### src/verilog/pae_pkg.sv
// Package for the PLL analog enable register bank: offsets, fields, reset words.
package pae_pkg;

	// ****************************************************************
	// Register offsets and widths
	// ****************************************************************
	localparam int unsigned PAE_DATA_W = 24;
	localparam int unsigned PAE_ADDR_W = 5;
	localparam logic [4:0] PAE_OFS_ANALOG = 5'h08;
	localparam logic [4:0] PAE_OFS_PUMP = 5'h09;
	localparam logic [4:0] PAE_OFS_PIN_CTRL = 5'h0f;

	// ****************************************************************
	// Reset words
	// ****************************************************************
	localparam logic [23:0] PAE_RST_ANALOG = 24'hc1beff;
	localparam logic [23:0] PAE_RST_PUMP = 24'h403264;
	localparam logic [23:0] PAE_RST_PIN_CTRL = 24'h000000;

	// ****************************************************************
	// Field positions
	// ****************************************************************
	localparam int unsigned PAE_BIT_PAD_EN = 5;
	localparam int unsigned PAE_BIT_BIAS_EN = 10;
	localparam int unsigned PAE_BIT_HF_REF = 21;
	localparam int unsigned PAE_BIT_FORCE_ON = 7;
	localparam int unsigned PAE_BIT_SDO_ONLY = 6;
	localparam int unsigned PAE_DN_LSB = 0;
	localparam int unsigned PAE_UP_LSB = 7;
	localparam int unsigned PAE_GAIN_W = 7;
	localparam logic [23:0] PAE_MASK_PIN_CTRL = 24'h0000c0;

	// Register access from the serial front end
	typedef struct packed {
		logic wr;
		logic rd;
		logic [4:0] addr;
		logic [23:0] wdata;
	} pae_req_s;

	// Serial transaction status from the serial front end
	typedef struct packed {
		logic active;
		logic addr_match;
		logic read_phase;
		logic sdo_bit;
	} pae_link_s;

	// Pin selection modes
	typedef enum logic [3:0] {
		PAE_PIN_OFF = 4'b0001,
		PAE_PIN_LOCK = 4'b0010,
		PAE_PIN_SDO = 4'b0100,
		PAE_PIN_REL = 4'b1000
	} pae_pin_e;

endpackage

### src/verilog/pae_word_reg.sv
// One writable configuration word with a reset value and a write mask.
`timescale 1ns/1ps
module pae_word_reg
	import pae_pkg::*;
#(
	parameter int unsigned WIDTH = 24,
	parameter logic [WIDTH-1:0] RESET_VALUE = '0,
	parameter logic [WIDTH-1:0] WRITE_MASK = '1
) (
	// Clock and reset
	input wire logic clk_sys,
	input wire logic rst,
	// Write port
	input wire logic wr_en,
	input wire logic [WIDTH-1:0] wr_data,
	// Stored word
	output logic [WIDTH-1:0] value
);

	// Storage; each write clears bits outside the mask, while reset loads RESET_VALUE unmasked
	always_ff @(posedge clk_sys) begin
		if (rst) begin
			value <= RESET_VALUE;
		end else if (wr_en) begin
			value <= wr_data & WRITE_MASK;
		end
	end

endmodule

### src/verilog/pae_regs.sv
// Analog enable, charge pump gain and shared lock / serial out pin control.
`timescale 1ns/1ps

// Summary of operation
// - Pad enable clear disables shared pin
// - Pad enable and force bit: always driven
// - Otherwise release driver on foreign chip address
// - Bit ten gates buffer and prescaler bias
// - Pump down and up gains from fields
// - Pin shows lock, serial data during reads or while the data-only bit is set
module pae_regs
	import pae_pkg::*;
(
	// Clock and reset
	input wire logic clk_sys,
	input wire logic rst,
	// Register access from serial front end
	input wire pae_req_s req,
	output logic [23:0] rdata,
	output logic rvalid,
	// Serial transaction status and lock flag
	input wire pae_link_s link,
	input wire logic lock_flag,
	// Shared lock / serial out pin
	output logic lock_or_serial_out_pin,
	output logic serial_out_driver_oe_n,
	// Analog controls
	output logic [23:0] analog_enable_word,
	output logic bias_enable,
	output logic high_freq_ref,
	output logic [6:0] pump_down_current_field,
	output logic [6:0] pump_up_current_field
);

	// ****************************************************************
	// Register storage
	// ****************************************************************
	logic [23:0] analog_q; // Analog enable word
	logic [23:0] pump_q; // Charge pump word
	logic [23:0] pin_ctrl_q; // Pin control bits only
	logic wr_analog; // Write strobe decodes
	logic wr_pump;
	logic wr_pin;

	assign wr_analog = req.wr && (req.addr == PAE_OFS_ANALOG);
	assign wr_pump = req.wr && (req.addr == PAE_OFS_PUMP);
	assign wr_pin = req.wr && (req.addr == PAE_OFS_PIN_CTRL);

	// Full word kept, reserved bits too, with printed default
	pae_word_reg #(
		.WIDTH(PAE_DATA_W),
		.RESET_VALUE(PAE_RST_ANALOG)
	) u_analog (
		.clk_sys(clk_sys),
		.rst(rst),
		.wr_en(wr_analog),
		.wr_data(req.wdata),
		.value(analog_q)
	);

	// Charge pump gain word
	pae_word_reg #(
		.WIDTH(PAE_DATA_W),
		.RESET_VALUE(PAE_RST_PUMP)
	) u_pump (
		.clk_sys(clk_sys),
		.rst(rst),
		.wr_en(wr_pump),
		.wr_data(req.wdata),
		.value(pump_q)
	);

	// Only the two pin mode bits of this word live in this block
	pae_word_reg #(
		.WIDTH(PAE_DATA_W),
		.RESET_VALUE(PAE_RST_PIN_CTRL),
		.WRITE_MASK(PAE_MASK_PIN_CTRL)
	) u_pin_ctrl (
		.clk_sys(clk_sys),
		.rst(rst),
		.wr_en(wr_pin),
		.wr_data(req.wdata),
		.value(pin_ctrl_q)
	);

	// ****************************************************************
	// Read back
	// ****************************************************************

	// Read data registered; unmapped offsets answer zero
	always_ff @(posedge clk_sys) begin
		if (rst) begin
			rdata <= 24'h000000;
			rvalid <= 1'b0;
		end else begin
			rvalid <= req.rd;
			if (req.rd) begin
				case (req.addr)
					PAE_OFS_ANALOG: begin
						rdata <= analog_q;
					end
					PAE_OFS_PUMP: begin
						rdata <= pump_q;
					end
					PAE_OFS_PIN_CTRL: begin
						rdata <= pin_ctrl_q;
					end
					default: begin
						rdata <= 24'h000000;
					end
				endcase
			end
		end
	end

	// ****************************************************************
	// Analog control outputs
	// ****************************************************************

	// Registered copies so outputs come from flops; one cycle behind storage
	always_ff @(posedge clk_sys) begin
		if (rst) begin
			analog_enable_word <= PAE_RST_ANALOG;
			bias_enable <= PAE_RST_ANALOG[PAE_BIT_BIAS_EN];
			high_freq_ref <= PAE_RST_ANALOG[PAE_BIT_HF_REF];
			pump_down_current_field <= PAE_RST_PUMP[PAE_DN_LSB +: PAE_GAIN_W];
			pump_up_current_field <= PAE_RST_PUMP[PAE_UP_LSB +: PAE_GAIN_W];
		end else begin
			analog_enable_word <= analog_q;
			bias_enable <= analog_q[PAE_BIT_BIAS_EN];
			// Host must program this bit for fast crystals
			high_freq_ref <= analog_q[PAE_BIT_HF_REF];
			pump_down_current_field <= pump_q[PAE_DN_LSB +: PAE_GAIN_W];
			pump_up_current_field <= pump_q[PAE_UP_LSB +: PAE_GAIN_W];
		end
	end

	// ****************************************************************
	// Shared pin selection
	// ****************************************************************
	pae_pin_e next_pin_mode; // Pin source for the next cycle
	logic pad_en; // Pad enable bit
	logic force_on; // Keep driver on regardless of address
	logic sdo_only; // Pin dedicated to serial data

	assign pad_en = analog_q[PAE_BIT_PAD_EN];
	assign force_on = pin_ctrl_q[PAE_BIT_FORCE_ON];
	assign sdo_only = pin_ctrl_q[PAE_BIT_SDO_ONLY];

	// Priority: pad off, then foreign-address release, then content select
	always_comb begin
		next_pin_mode = PAE_PIN_LOCK;
		if (!pad_en) begin
			next_pin_mode = PAE_PIN_OFF;
		end else if (!force_on && link.active && !link.addr_match) begin
			// Another part owns the bus, so let go of the line
			next_pin_mode = PAE_PIN_REL;
		end else if (sdo_only || (link.active && link.read_phase)) begin
			next_pin_mode = PAE_PIN_SDO;
		end else begin
			// Force bit keeps driving the lock flag during foreign-address frames with no read phase and the data-only bit clear
			next_pin_mode = PAE_PIN_LOCK;
		end
	end

	// Pin driver; enable is active low, registered to avoid glitches on the pad
	always_ff @(posedge clk_sys) begin
		if (rst) begin
			lock_or_serial_out_pin <= 1'b0;
			serial_out_driver_oe_n <= 1'b1;
		end else begin
			case (next_pin_mode)
				PAE_PIN_OFF: begin
					lock_or_serial_out_pin <= 1'b0;
					serial_out_driver_oe_n <= 1'b1;
				end
				PAE_PIN_REL: begin
					lock_or_serial_out_pin <= 1'b0;
					serial_out_driver_oe_n <= 1'b1;
				end
				PAE_PIN_SDO: begin
					lock_or_serial_out_pin <= link.sdo_bit;
					serial_out_driver_oe_n <= 1'b0;
				end
				PAE_PIN_LOCK: begin
					lock_or_serial_out_pin <= lock_flag;
					serial_out_driver_oe_n <= 1'b0;
				end
				default: begin
					lock_or_serial_out_pin <= 1'b0;
					serial_out_driver_oe_n <= 1'b1;
				end
			endcase
		end
	end

endmodule

### config.mk
export PLATFORM = sky130hd
export DESIGN_NAME = pae_regs
export DESIGN_NICKNAME = d
export VERILOG_FILES = /design/src/verilog/pae_pkg.sv /design/src/verilog/pae_word_reg.sv /design/src/verilog/pae_regs.sv
export SDC_FILE = /design/constraint.sdc
export NUM_CORES = 1
export LEC_CHECK = 0
export ABC_CLOCK_PERIOD_IN_PS = 3000
export BUFFER_PORTS_ARGS = -buffer_cell sky130_fd_sc_hd__buf_2
export CAP_MARGIN = 5
export CORE_ASPECT_RATIO = 0.5
export CORE_MARGIN = 2
export CORE_UTILIZATION = 50
export DETAILED_ROUTE_END_ITERATION = 10
export PLACE_DENSITY = 0.89
export REMOVE_ABC_BUFFERS = 1
export SYNTH_ARGS = -nofsm -noshare
export SYNTH_HDL_FRONTEND = slang
export SYNTH_SLANG_ARGS = --single-unit
export TNS_END_PERCENT = 50
### constraint.sdc
create_clock -name clk_sys -period 3 [get_ports clk_sys]
set_input_delay 0.6 -clock clk_sys [delete_from_list [all_inputs] [get_ports clk_sys]]
set_output_delay 0.6 -clock clk_sys [all_outputs]
set_load 0.02 [all_outputs]
* After elaboration in Yosys (flattened, before gate mapping)
Index checks and enable logic that the tools add are counted.
Storage, ports and cells: bits in registers 117, bits in latches 0, RAM bits 0, bits in read-only memories 0, bits of input ports 38, output and inout bits 67, logic and storage cells 33, memories 0
Cells by class: add/sub/neg operators 0, multipliers 0, divide/modulo/power cells 0, magnitude comparators 0, equality and inequality tests 5, shift-type cells 0, muxes and demuxes 6, bitwise logic cells 0, reductions and logical operators 10
Operator list (count):
- $pmux 24 s3 | 1
- $eq 5x4->1 const B | 3
- $mux 4 | 2
- $logic_and 1x1->1 | 6
- $eq 4x2->1 const B | 1
- $eq 4x3->1 const B | 1
- $mux 3 | 1
- $logic_not 1->1 | 2
- $pmux 1 s2 | 1
- $reduce_or 2->1 | 1
- $logic_or 1x1->1 | 1
- $mux 1 | 1

* Logic depth before layout (Yosys ltp)
Gate-level depths: netlist (run 1).
depth in word-level cells 8, gate-level depth with buffers 7, depth with buffers taken out 4

* Hierarchy
A second synthesis (run 1) with hierarchy kept.
Second synthesis, totals: cell total of the unflattened synthesis 434, area, all modules 4590.7 um^2
Modules (own cells, without submodules):
- pae_regs | instances 1, cells each 250, area each 2582.5 um^2
- pae_word_reg at u_analog | instances 1, cells each 78, area each 893.4 um^2
- pae_word_reg at u_pump | instances 1, cells each 77, area each 878.3 um^2
- pae_word_reg at u_pin_ctrl | instances 1, cells each 29, area each 236.5 um^2

* Worst setup path after synthesis (run 1)
Ideal clock, no wire load.
path type in2reg, start point in req[25] in the netlist's numbering, end point reg rdata[12], setup time 128 ps, arrival time 1498 ps, path slack 1375 ps, stages on the path 7, buffers on the path 3, cell sequence clkbuf_2 nor2_1 and2_1 buf_2 buf_4 a22oi_1 o21ai_1
On the way: longest elaborated chain between the ends 2, elaborated cells between the ends (all ways) 4, those cells by class eq/ne (3); mux (1)
RTL lines:
- start: declaration | line pae_regs.sv:18 | input wire pae_req_s req,
- $eq 5x4->1 | line pae_regs.sv:98 | case (req.addr)
- $pmux 24 s3 (*) | line pae_regs.sv:98
- end signal: assignment | line pae_regs.sv:100 | rdata <= analog_q;
- end signal: assignment | line pae_regs.sv:103 | rdata <= pump_q;
- end signal: assignment | line pae_regs.sv:106 | rdata <= pin_ctrl_q;
- end: declaration | line pae_regs.sv:19 | output logic [23:0] rdata,
Mark *: on every way between the ends. The rest lies on a longest branch, timed or not. A chain may end at the register's enable or synchronous reset.

* Worst setup path in the final report (run 1)
start point in req[26] in the netlist's numbering, end point reg u_analog.value[14]
On the way: longest elaborated chain between the ends 2
RTL lines:
- $eq 5x4->1 | line pae_regs.sv:45 | assign wr_analog = req.wr && (req.addr == PAE_OFS_ANALOG);
- $logic_and 1x1->1 | line pae_regs.sv:45
- end signal: assignment | line pae_word_reg.sv:25 | value <= wr_data & WRITE_MASK;
- end: declaration | line pae_word_reg.sv:17 | output logic [WIDTH-1:0] value
No other way between the ends.

==> results of run 1 <==
[state kept, by name, summed over array words and instances, names as in the netlist]
signal / flops
analog_enable_word: 24
lock_or_serial_out_pin: 1
pump_down_current_field: 7
u_pin_ctrl.value: 2
pump_up_current_field: 7
rdata: 24
u_analog.value: 24
serial_out_driver_oe_n: 1
u_pump.value: 24
rvalid: 1
[per-stage QoR]
step / util [%] / total power [mW] / std cells
6_report: 67.2 / 3.51 / 631
5_1_grt: 67.2 / 3.62 / 631
4_1_cts: 67.2 / 3.53 / 631
3_5_place_dp: 59.7 / 1.68 / 601
3_3_place_gp: 59.7 / 1.68 / 601
2_1_floorplan: - / 1.61 / 393
[worst paths after layout]
path / start / slack, ns / end / cells after the start
worst max register to register: u_pin_ctrl.value[7]$_SDFFE_PP0P_ / 1.98 / lock_or_serial_out_pin$_SDFF_PP0_ / 2
worst min-delay path: link[0] / 0.44 / lock_or_serial_out_pin$_SDFF_PP0_ / 3
worst min register to register: rdata[4]$_SDFFE_PP0P_ / 0.45 / rdata[4]$_SDFFE_PP0P_ / 2
worst max-delay path: req[26] / 1.24 / u_analog.value[14]$_SDFFE_PP0P_ / 6
[area by class of cell]
class	count	area, um^2
multi-input cells	276	1400
inverters	2	7.51
well taps	96	120
clock buffers	25	505
fillers	575	2430
flip-flops and latches	115	2300
repair buffers	112	593
clock inverters	5	50.0
[critical path: stages]
cell and delay (ns):
buf_2 0.14, nor3b_2 0.26, and3_1 0.45, buf_4 0.35
nand2_1 0.12, a21oi_1 0.16
[metal layers]
| layer | global-route usage [%] | routed length (um) | vias up | share of wire, % |
|---|---|---|---|---|
| met5 | 0 | 0 | - | 0 |
| met3 | 8.17 | 675 | 18 | 7.3 |
| met4 | 8.65 | 157 | 0 | 1.7 |
| met1 | 25.3 | 3720 | 1538 | 40 |
| li1 | - | - | 1607 | - |
| met2 | 40.2 | 4660 | 120 | 51 |
[logic make-up after synthesis]
group | Yosys count
AO/OA/AOI/OAI | 101
buffers and inverters | 33
flip-flops | 115
multiplexers | 3
AND/OR/NAND/NOR | 172
[placed cells by master, fill, tap and decap left out, types with 4 or more instances in the layout]
master / synthesis / final
buf_4: 9 / 7
a21oi_1: 41 / 41
o21ai_1: 20 / 20
nor2b_1: 16 / 16
a22oi_1: 22 / 22
nand2_1: 72 / 72
clkbuf_16: 0 / 17
clkinv_2: 0 / 4
dfxtp_1: 115 / 115
clkbuf_8: 0 / 5
or2_2: 24 / 24
o21ai_0: 15 / 15
buf_2: 7 / 104
nor2_1: 46 / 45
[power by group through the flow]
| stage | Clock, mW | Sequential [mW] | Combinational [mW] |
|---|---|---|---|
| 6_report | 1.86 | 1.54 | 0.108 |
| 4_1_cts | 1.87 | 1.54 | 0.108 |
| 2_1_floorplan | 0 | 1.58 | 0.0332 |
| 3_3_place_gp | 0 | 1.57 | 0.105 |
| 5_1_grt | 1.96 | 1.54 | 0.118 |
| 3_5_place_dp | 0 | 1.57 | 0.105 |
==> results.tsv, run 1 <==
stage	metric	value	unit
pwr	p_comb_share	3.1	%
synth	ys_top_cells_by_area	dfxtp_1, nand2_1, a21oi_1	
die	dieArea	0.00850	mm^2
timing	setup_slack	1.24	ns
timing	slew_headroom	52.0	%
place	dp_hpwl	5.70	mm
route	drc	0	
pwr	max-vdd-ir-drop	413	uV
global_routing	gr-total-overflow	0	
synth	synth.cells.most_frequent	dfxtp_1, nand2_1, nor2_1	
synth	synth_top_area_cell	dfxtp_1	
pwr	intPower	2.81	mW
global_routing	grt_pass1_vias	3117	
synth	yosys.area.top_type_share	59.5	%
timing	finalHoldViolations	0	
finish	fin_area	0.00498	mm^2
route	antenna_left	0	
run_status	status	finished, final reports clean	
critical_path	crit_fanout	21	
synth	synth_seq_area_share	59.5	%
finish	drive_gt1_share	31.0	%
timing	period_share	58.7	%
timing	maxClockFrequency	567	MHz
pwr	power_density	705	mW/mm^2
clock_network	hold_buffers	0	
critical_path	startpoint_type	input pin	
pwr	seqPwrFrac	44.0	%
pwr	p_leak	2.05	nW
synth	syn-mean-instance-area	9.12	um^2
finish	num_antenna_cells	0	
route	viasPerCell	5.20	
synth	netlist_instances	424	
place	port_buffers	104	
clock_network	clk_pin_slew_worst_paths	0.05	ns
critical_path	worstPathRequired	3.32	ns
timing	finClkSkew	0.00740	ns
finish	syn_to_final_growth	28.7	%
clock_network	cts_resized	0	
synth	yosysMostFrequentCell	dfxtp_1	
synth	synth-simple-area-share	20.6	%
clock_network	h-tree-depth	4	
global_routing	grt_max_degree	56	
global_routing	antenna_found_initial	0	
pwr	switching_share	20.0	%
synth	synth_top_family_by_area	simple AND/OR/NAND/NOR gates	
die	design.portCount	105	
synth	synth_edf_count	0	
route	wl	9.21	mm
synth	synth_seq_cells	115	
global_routing	grt_util_all_layers	22.6	%
route	firstDrtPassIters	5	
die	die_y	66.2	um
timing	final-max-slew-violation-count	0	
clock_network	cts_tree	done	
pwr	p_sw	0.702	mW
synth	ys_types	26	
place	place.gp.congestion	0.802	
clock_network	cts_buffers	17	
clock_network	cts_setup_buffers	0	
synth	yosys.area_share.adder	0	%
timing	setup_tns	0	ns
global_routing	grt_pass1_wl	14.6	mm
critical_path	crit_path_end_kind	flip-flop	
finish	fin_nets	562	
timing	hold_ws	0.438	ns
job	cap_violations	0	
die	core_area	0.00740	mm^2
synth	syn_area	0.00387	mm^2
route	first_iter_violations	227	
clock_network	cts_sinks	115	
critical_path	cp.arrival	2.08	ns
die	num_rows	22	
synth	synth.yosys.warnings	0	
place	dp_slack	0.885	ns
clock_network	clock_latency	0.41	ns
synth	synth_xor_area_share	0	%
clock_network	cts_max_path_buffers	2	
timing	tightest_slew	0.718	ns
die	initial_utilization	52.2	%
place	place_area	0.00442	mm^2
synth	synth_compound_area_share	14.8	%
route	num_vias	3283	
synth	synth-async-reset-ratio	0	%
min_path	hp-class	in -> reg	
synth	synth_ff_type	dfxtp_1	
pwr	clockPowerShare	52.9	%
timing	rsz0062_at_grt	false	
die	die_w	128	um
timing	min_period	1.76	ns
clock_network	root_buffer	clkbuf_16	
timing	finalSetupViolCount	0	
synth	synth.area.mux_share	0.776	%
route	wl_per_cell	14.6	um
critical_path	critPathKind	in -> reg	
(Power assumes the default switching activity.)
==> inputs of run 2 (changes only) <==
--- a/config.mk
+++ b/config.mk
@@ -5,7 +5,7 @@
 export SDC_FILE = /design/constraint.sdc
 export NUM_CORES = 1
 export LEC_CHECK = 0
-export ABC_CLOCK_PERIOD_IN_PS = 3000
+export ABC_CLOCK_PERIOD_IN_PS = 1800
 export BUFFER_PORTS_ARGS = -buffer_cell sky130_fd_sc_hd__buf_2
 export CAP_MARGIN = 5
 export CORE_ASPECT_RATIO = 0.5
==> constraint.sdc (replaced) <==
create_clock -name clk_sys -period 1.8 [get_ports clk_sys]
set_input_delay 0.36 -clock clk_sys [delete_from_list [all_inputs] [get_ports clk_sys]]
set_output_delay 0.36 -clock clk_sys [all_outputs]
set_load 0.02 [all_outputs]
==> run 2 against run 1 <==
Non-clock buffer count grew 3; flip-flop and latch count is the same; hold slack lost 0.25 ns; die area is the same; global-route usage grew 1.7 points; via count grew 2.4%.
==> results.tsv, run 2 (synthesized netlist as in run 1, its figures left out) <==
stage	metric	value	unit	change
finish	seq_area	0.00230	mm^2	unchanged
route	drc	0		unchanged
finish	syn_to_final_growth	30.5	%	
finish	drive_gt1_share	31.4	%	+0.38 points
pwr	power_density	1180	mW/mm^2	+67%
clock_network	cts_setup_buffers	0		unchanged
global_routing	grt_util_all_layers	24.4	%	+1.7 points
critical_path	critPathKind	reg -> out		
timing	tightest_slew	1.09	ns	+0.372 ns
route	first_iter_violations	287		+26%
finish	multi_input_area	0.00140	mm^2	unchanged
critical_path	critPathMaxStageDelay	0.36	ns	-0.09 ns
die	initial_utilization	52.2	%	unchanged
clock_network	hold_buffers	0		unchanged
clock_network	root_buffer	clkbuf_16		
timing	rsz0062_at_grt	false		
run_status	status	finished, final reports clean		
clock_network	cts_tree	done		
clock_network	cts_max_path_buffers	2		unchanged
job	cap_violations	0		unchanged
critical_path	worstPathRequired	1.44	ns	-1.88 ns
clock_network	h-tree-depth	4		unchanged
pwr	p_leak	2.07	nW	+1.1%
finish	fin_nets	565		+0.53%
finish	mostFrequentLayoutCell	dfxtp_1		
pwr	seqPwrFrac	43.2	%	-0.8 points
min_path	hp-class	in -> reg		
die	num_rows	22		unchanged
critical_path	cp.arrival	0.97	ns	-1.11 ns
critical_path	startpoint	rdata[2]$_SDFFE_PP0P_		
clock_network	cts_sinks	115		unchanged
route	firstDrtPassIters	5		unchanged
critical_path	reg2reg_depth	2		unchanged
timing	final-max-slew-violation-count	0		unchanged
route	antenna_left	0		unchanged
pwr	p_comb_share	3.1	%	about the same
die	die_w	128	um	unchanged
critical_path	crit_family	flip-flops		
critical_path	r2r_slack	0.80	ns	-1.18 ns
critical_path	startpoint_type	flip-flop		
pwr	switching_share	19.9	%	-0.062 points
critical_path	crit_end	rdata[2]		
global_routing	antenna_found_initial	0		unchanged
critical_path	r2r_start	u_pin_ctrl.value[7]$_SDFFE_PP0P_		
die	core_area	0.00740	mm^2	unchanged
critical_path	crit_path_end_kind	output pin		
place	place.gp.congestion	0.799		-0.37%
place	port_buffers	104		unchanged
critical_path	cp_slowest_cell	dfxtp_1		
pwr	clockPowerShare	53.6	%	+0.7 points
critical_path	path_cells	buf_2		
timing	setup_tns	0	ns	unchanged
timing	period_share	74.1	%	
finish	layout_common_cells	dfxtp_1, buf_2, nand2_1		
critical_path	path_buf_inv	1		-1
pwr	intPower	4.77	mW	+70%
die	design.portCount	105		unchanged
critical_path	crit_fanout	2		-90%
timing	min_period	1.33	ns	
timing	maxClockFrequency	749	MHz	
global_routing	grt_max_degree	58		+3.6%
route	wl	10.0	mm	+8.7%
finish	num_antenna_cells	0		unchanged
route	num_vias	3363		+2.4%
critical_path	path_depth	1		-5
place	dp_hpwl	5.77	mm	+1.3%
die	die_y	66.2	um	unchanged
global_routing	grt_pass1_wl	15.8	mm	+8.3%
timing	finalSetupViolCount	0		unchanged
timing	finalHoldViolations	0		unchanged
critical_path	r2r_end	lock_or_serial_out_pin$_SDFF_PP0_		
timing	setup_slack	0.466	ns	-0.772 ns
clock_network	clock_latency	0.41	ns	about the same
global_routing	grt_pass1_vias	3354		+7.6%
place	dp_slack	0.163	ns	-0.722 ns
timing	finClkSkew	0.0132	ns	+0.00577 ns
route	viasPerCell	5.30		+2.0%
route	wl_per_cell	15.8	um	+8.2%
clock_network	cts_buffers	17		unchanged
pwr	p_sw	1.19	mW	+69%
clock_network	cts_resized	0		unchanged
die	dieArea	0.00850	mm^2	unchanged
pwr	max-vdd-ir-drop	710	uV	+72%
finish	fill_cells	524		-8.9%
global_routing	gr-total-overflow	0		unchanged
timing	slew_headroom	27.3	%	-25 points
clock_network	clk_pin_slew_worst_paths	0.05	ns	about the same
## run 2: cell count changes in the layout (fill, tap and decap cells not counted)
cell and delta:
buf_12 +2, buf_4 +1, clkinv_2 -3, clkbuf_8 +2, clkinvlp_4 +1
## run 2: final cells by class
type                       instances  area share (%)
timing repair buffer             115            12.7
tap                               96            2.38
clock inverter                     3           0.843
multi-input combinational        276            27.7
sequential                       115            45.6
inverter                           2           0.149
clock buffer                      27            10.6
## run 2: per-stage QoR
step	cells	utilization [%]	instance area, um^2	hold slack, ns	total power [mW]
6_report	634	68.1	5050	0.186	5.96
5_1_grt	634	68.1	5050	0.210	6.13
4_1_cts	634	68.1	5050	0.194	5.97
3_5_place_dp	604	60.4	4470	0.443	2.81
3_3_place_gp	604	60.4	4470	0.432	2.80
2_1_floorplan	393	-	3710	0.427	2.69
## run 2: power groups by stage
stage	registers, mW	logic [mW]	clock network (mW)
6_report	2.58	0.187	3.19
5_1_grt	2.57	0.203	3.36
4_1_cts	2.57	0.185	3.21
3_5_place_dp	2.62	0.182	0
3_3_place_gp	2.62	0.178	0
2_1_floorplan	2.63	0.0554	0
## run 2: worst min path at each step
| stage | endpoint | from | cells past startpoint | slack, ns |
|---|---|---|---|---|
| after CTS | lock_or_serial_out_pin$_SDFF_PP0_ | link[0] | 3 | 0.19 |
| final | lock_or_serial_out_pin$_SDFF_PP0_ | link[0] | 3 | 0.19 |
| after floorplan | serial_out_driver_oe_n$_SDFF_PP1_ | u_analog.value[5]$_SDFFE_PP1P_ | 1 | 0.43 |
| after detailed placement | rdata[20]$_SDFFE_PP0P_ | rdata[20]$_SDFFE_PP0P_ | 2 | 0.44 |
| after global placement | rdata[5]$_SDFFE_PP0P_ | rdata[5]$_SDFFE_PP0P_ | 2 | 0.43 |
| after global routing | u_pump.value[4]$_SDFFE_PP0P_ | req[4] | 3 | 0.21 |
## run 2: layer usage
| layer | track usage (%) | vias to the layer above | routed length, um | share of wire, % |
|---|---|---|---|---|
| met4 | 13.7 | 0 | 270 | 2.7 |
| met3 | 7.12 | 25 | 722 | 7.2 |
| met1 | 27.2 | 1592 | 4080 | 41 |
| met5 | 0 | - | 0 | 0 |
| met2 | 42.6 | 133 | 4940 | 49 |
| li1 | - | 1613 | - | - |
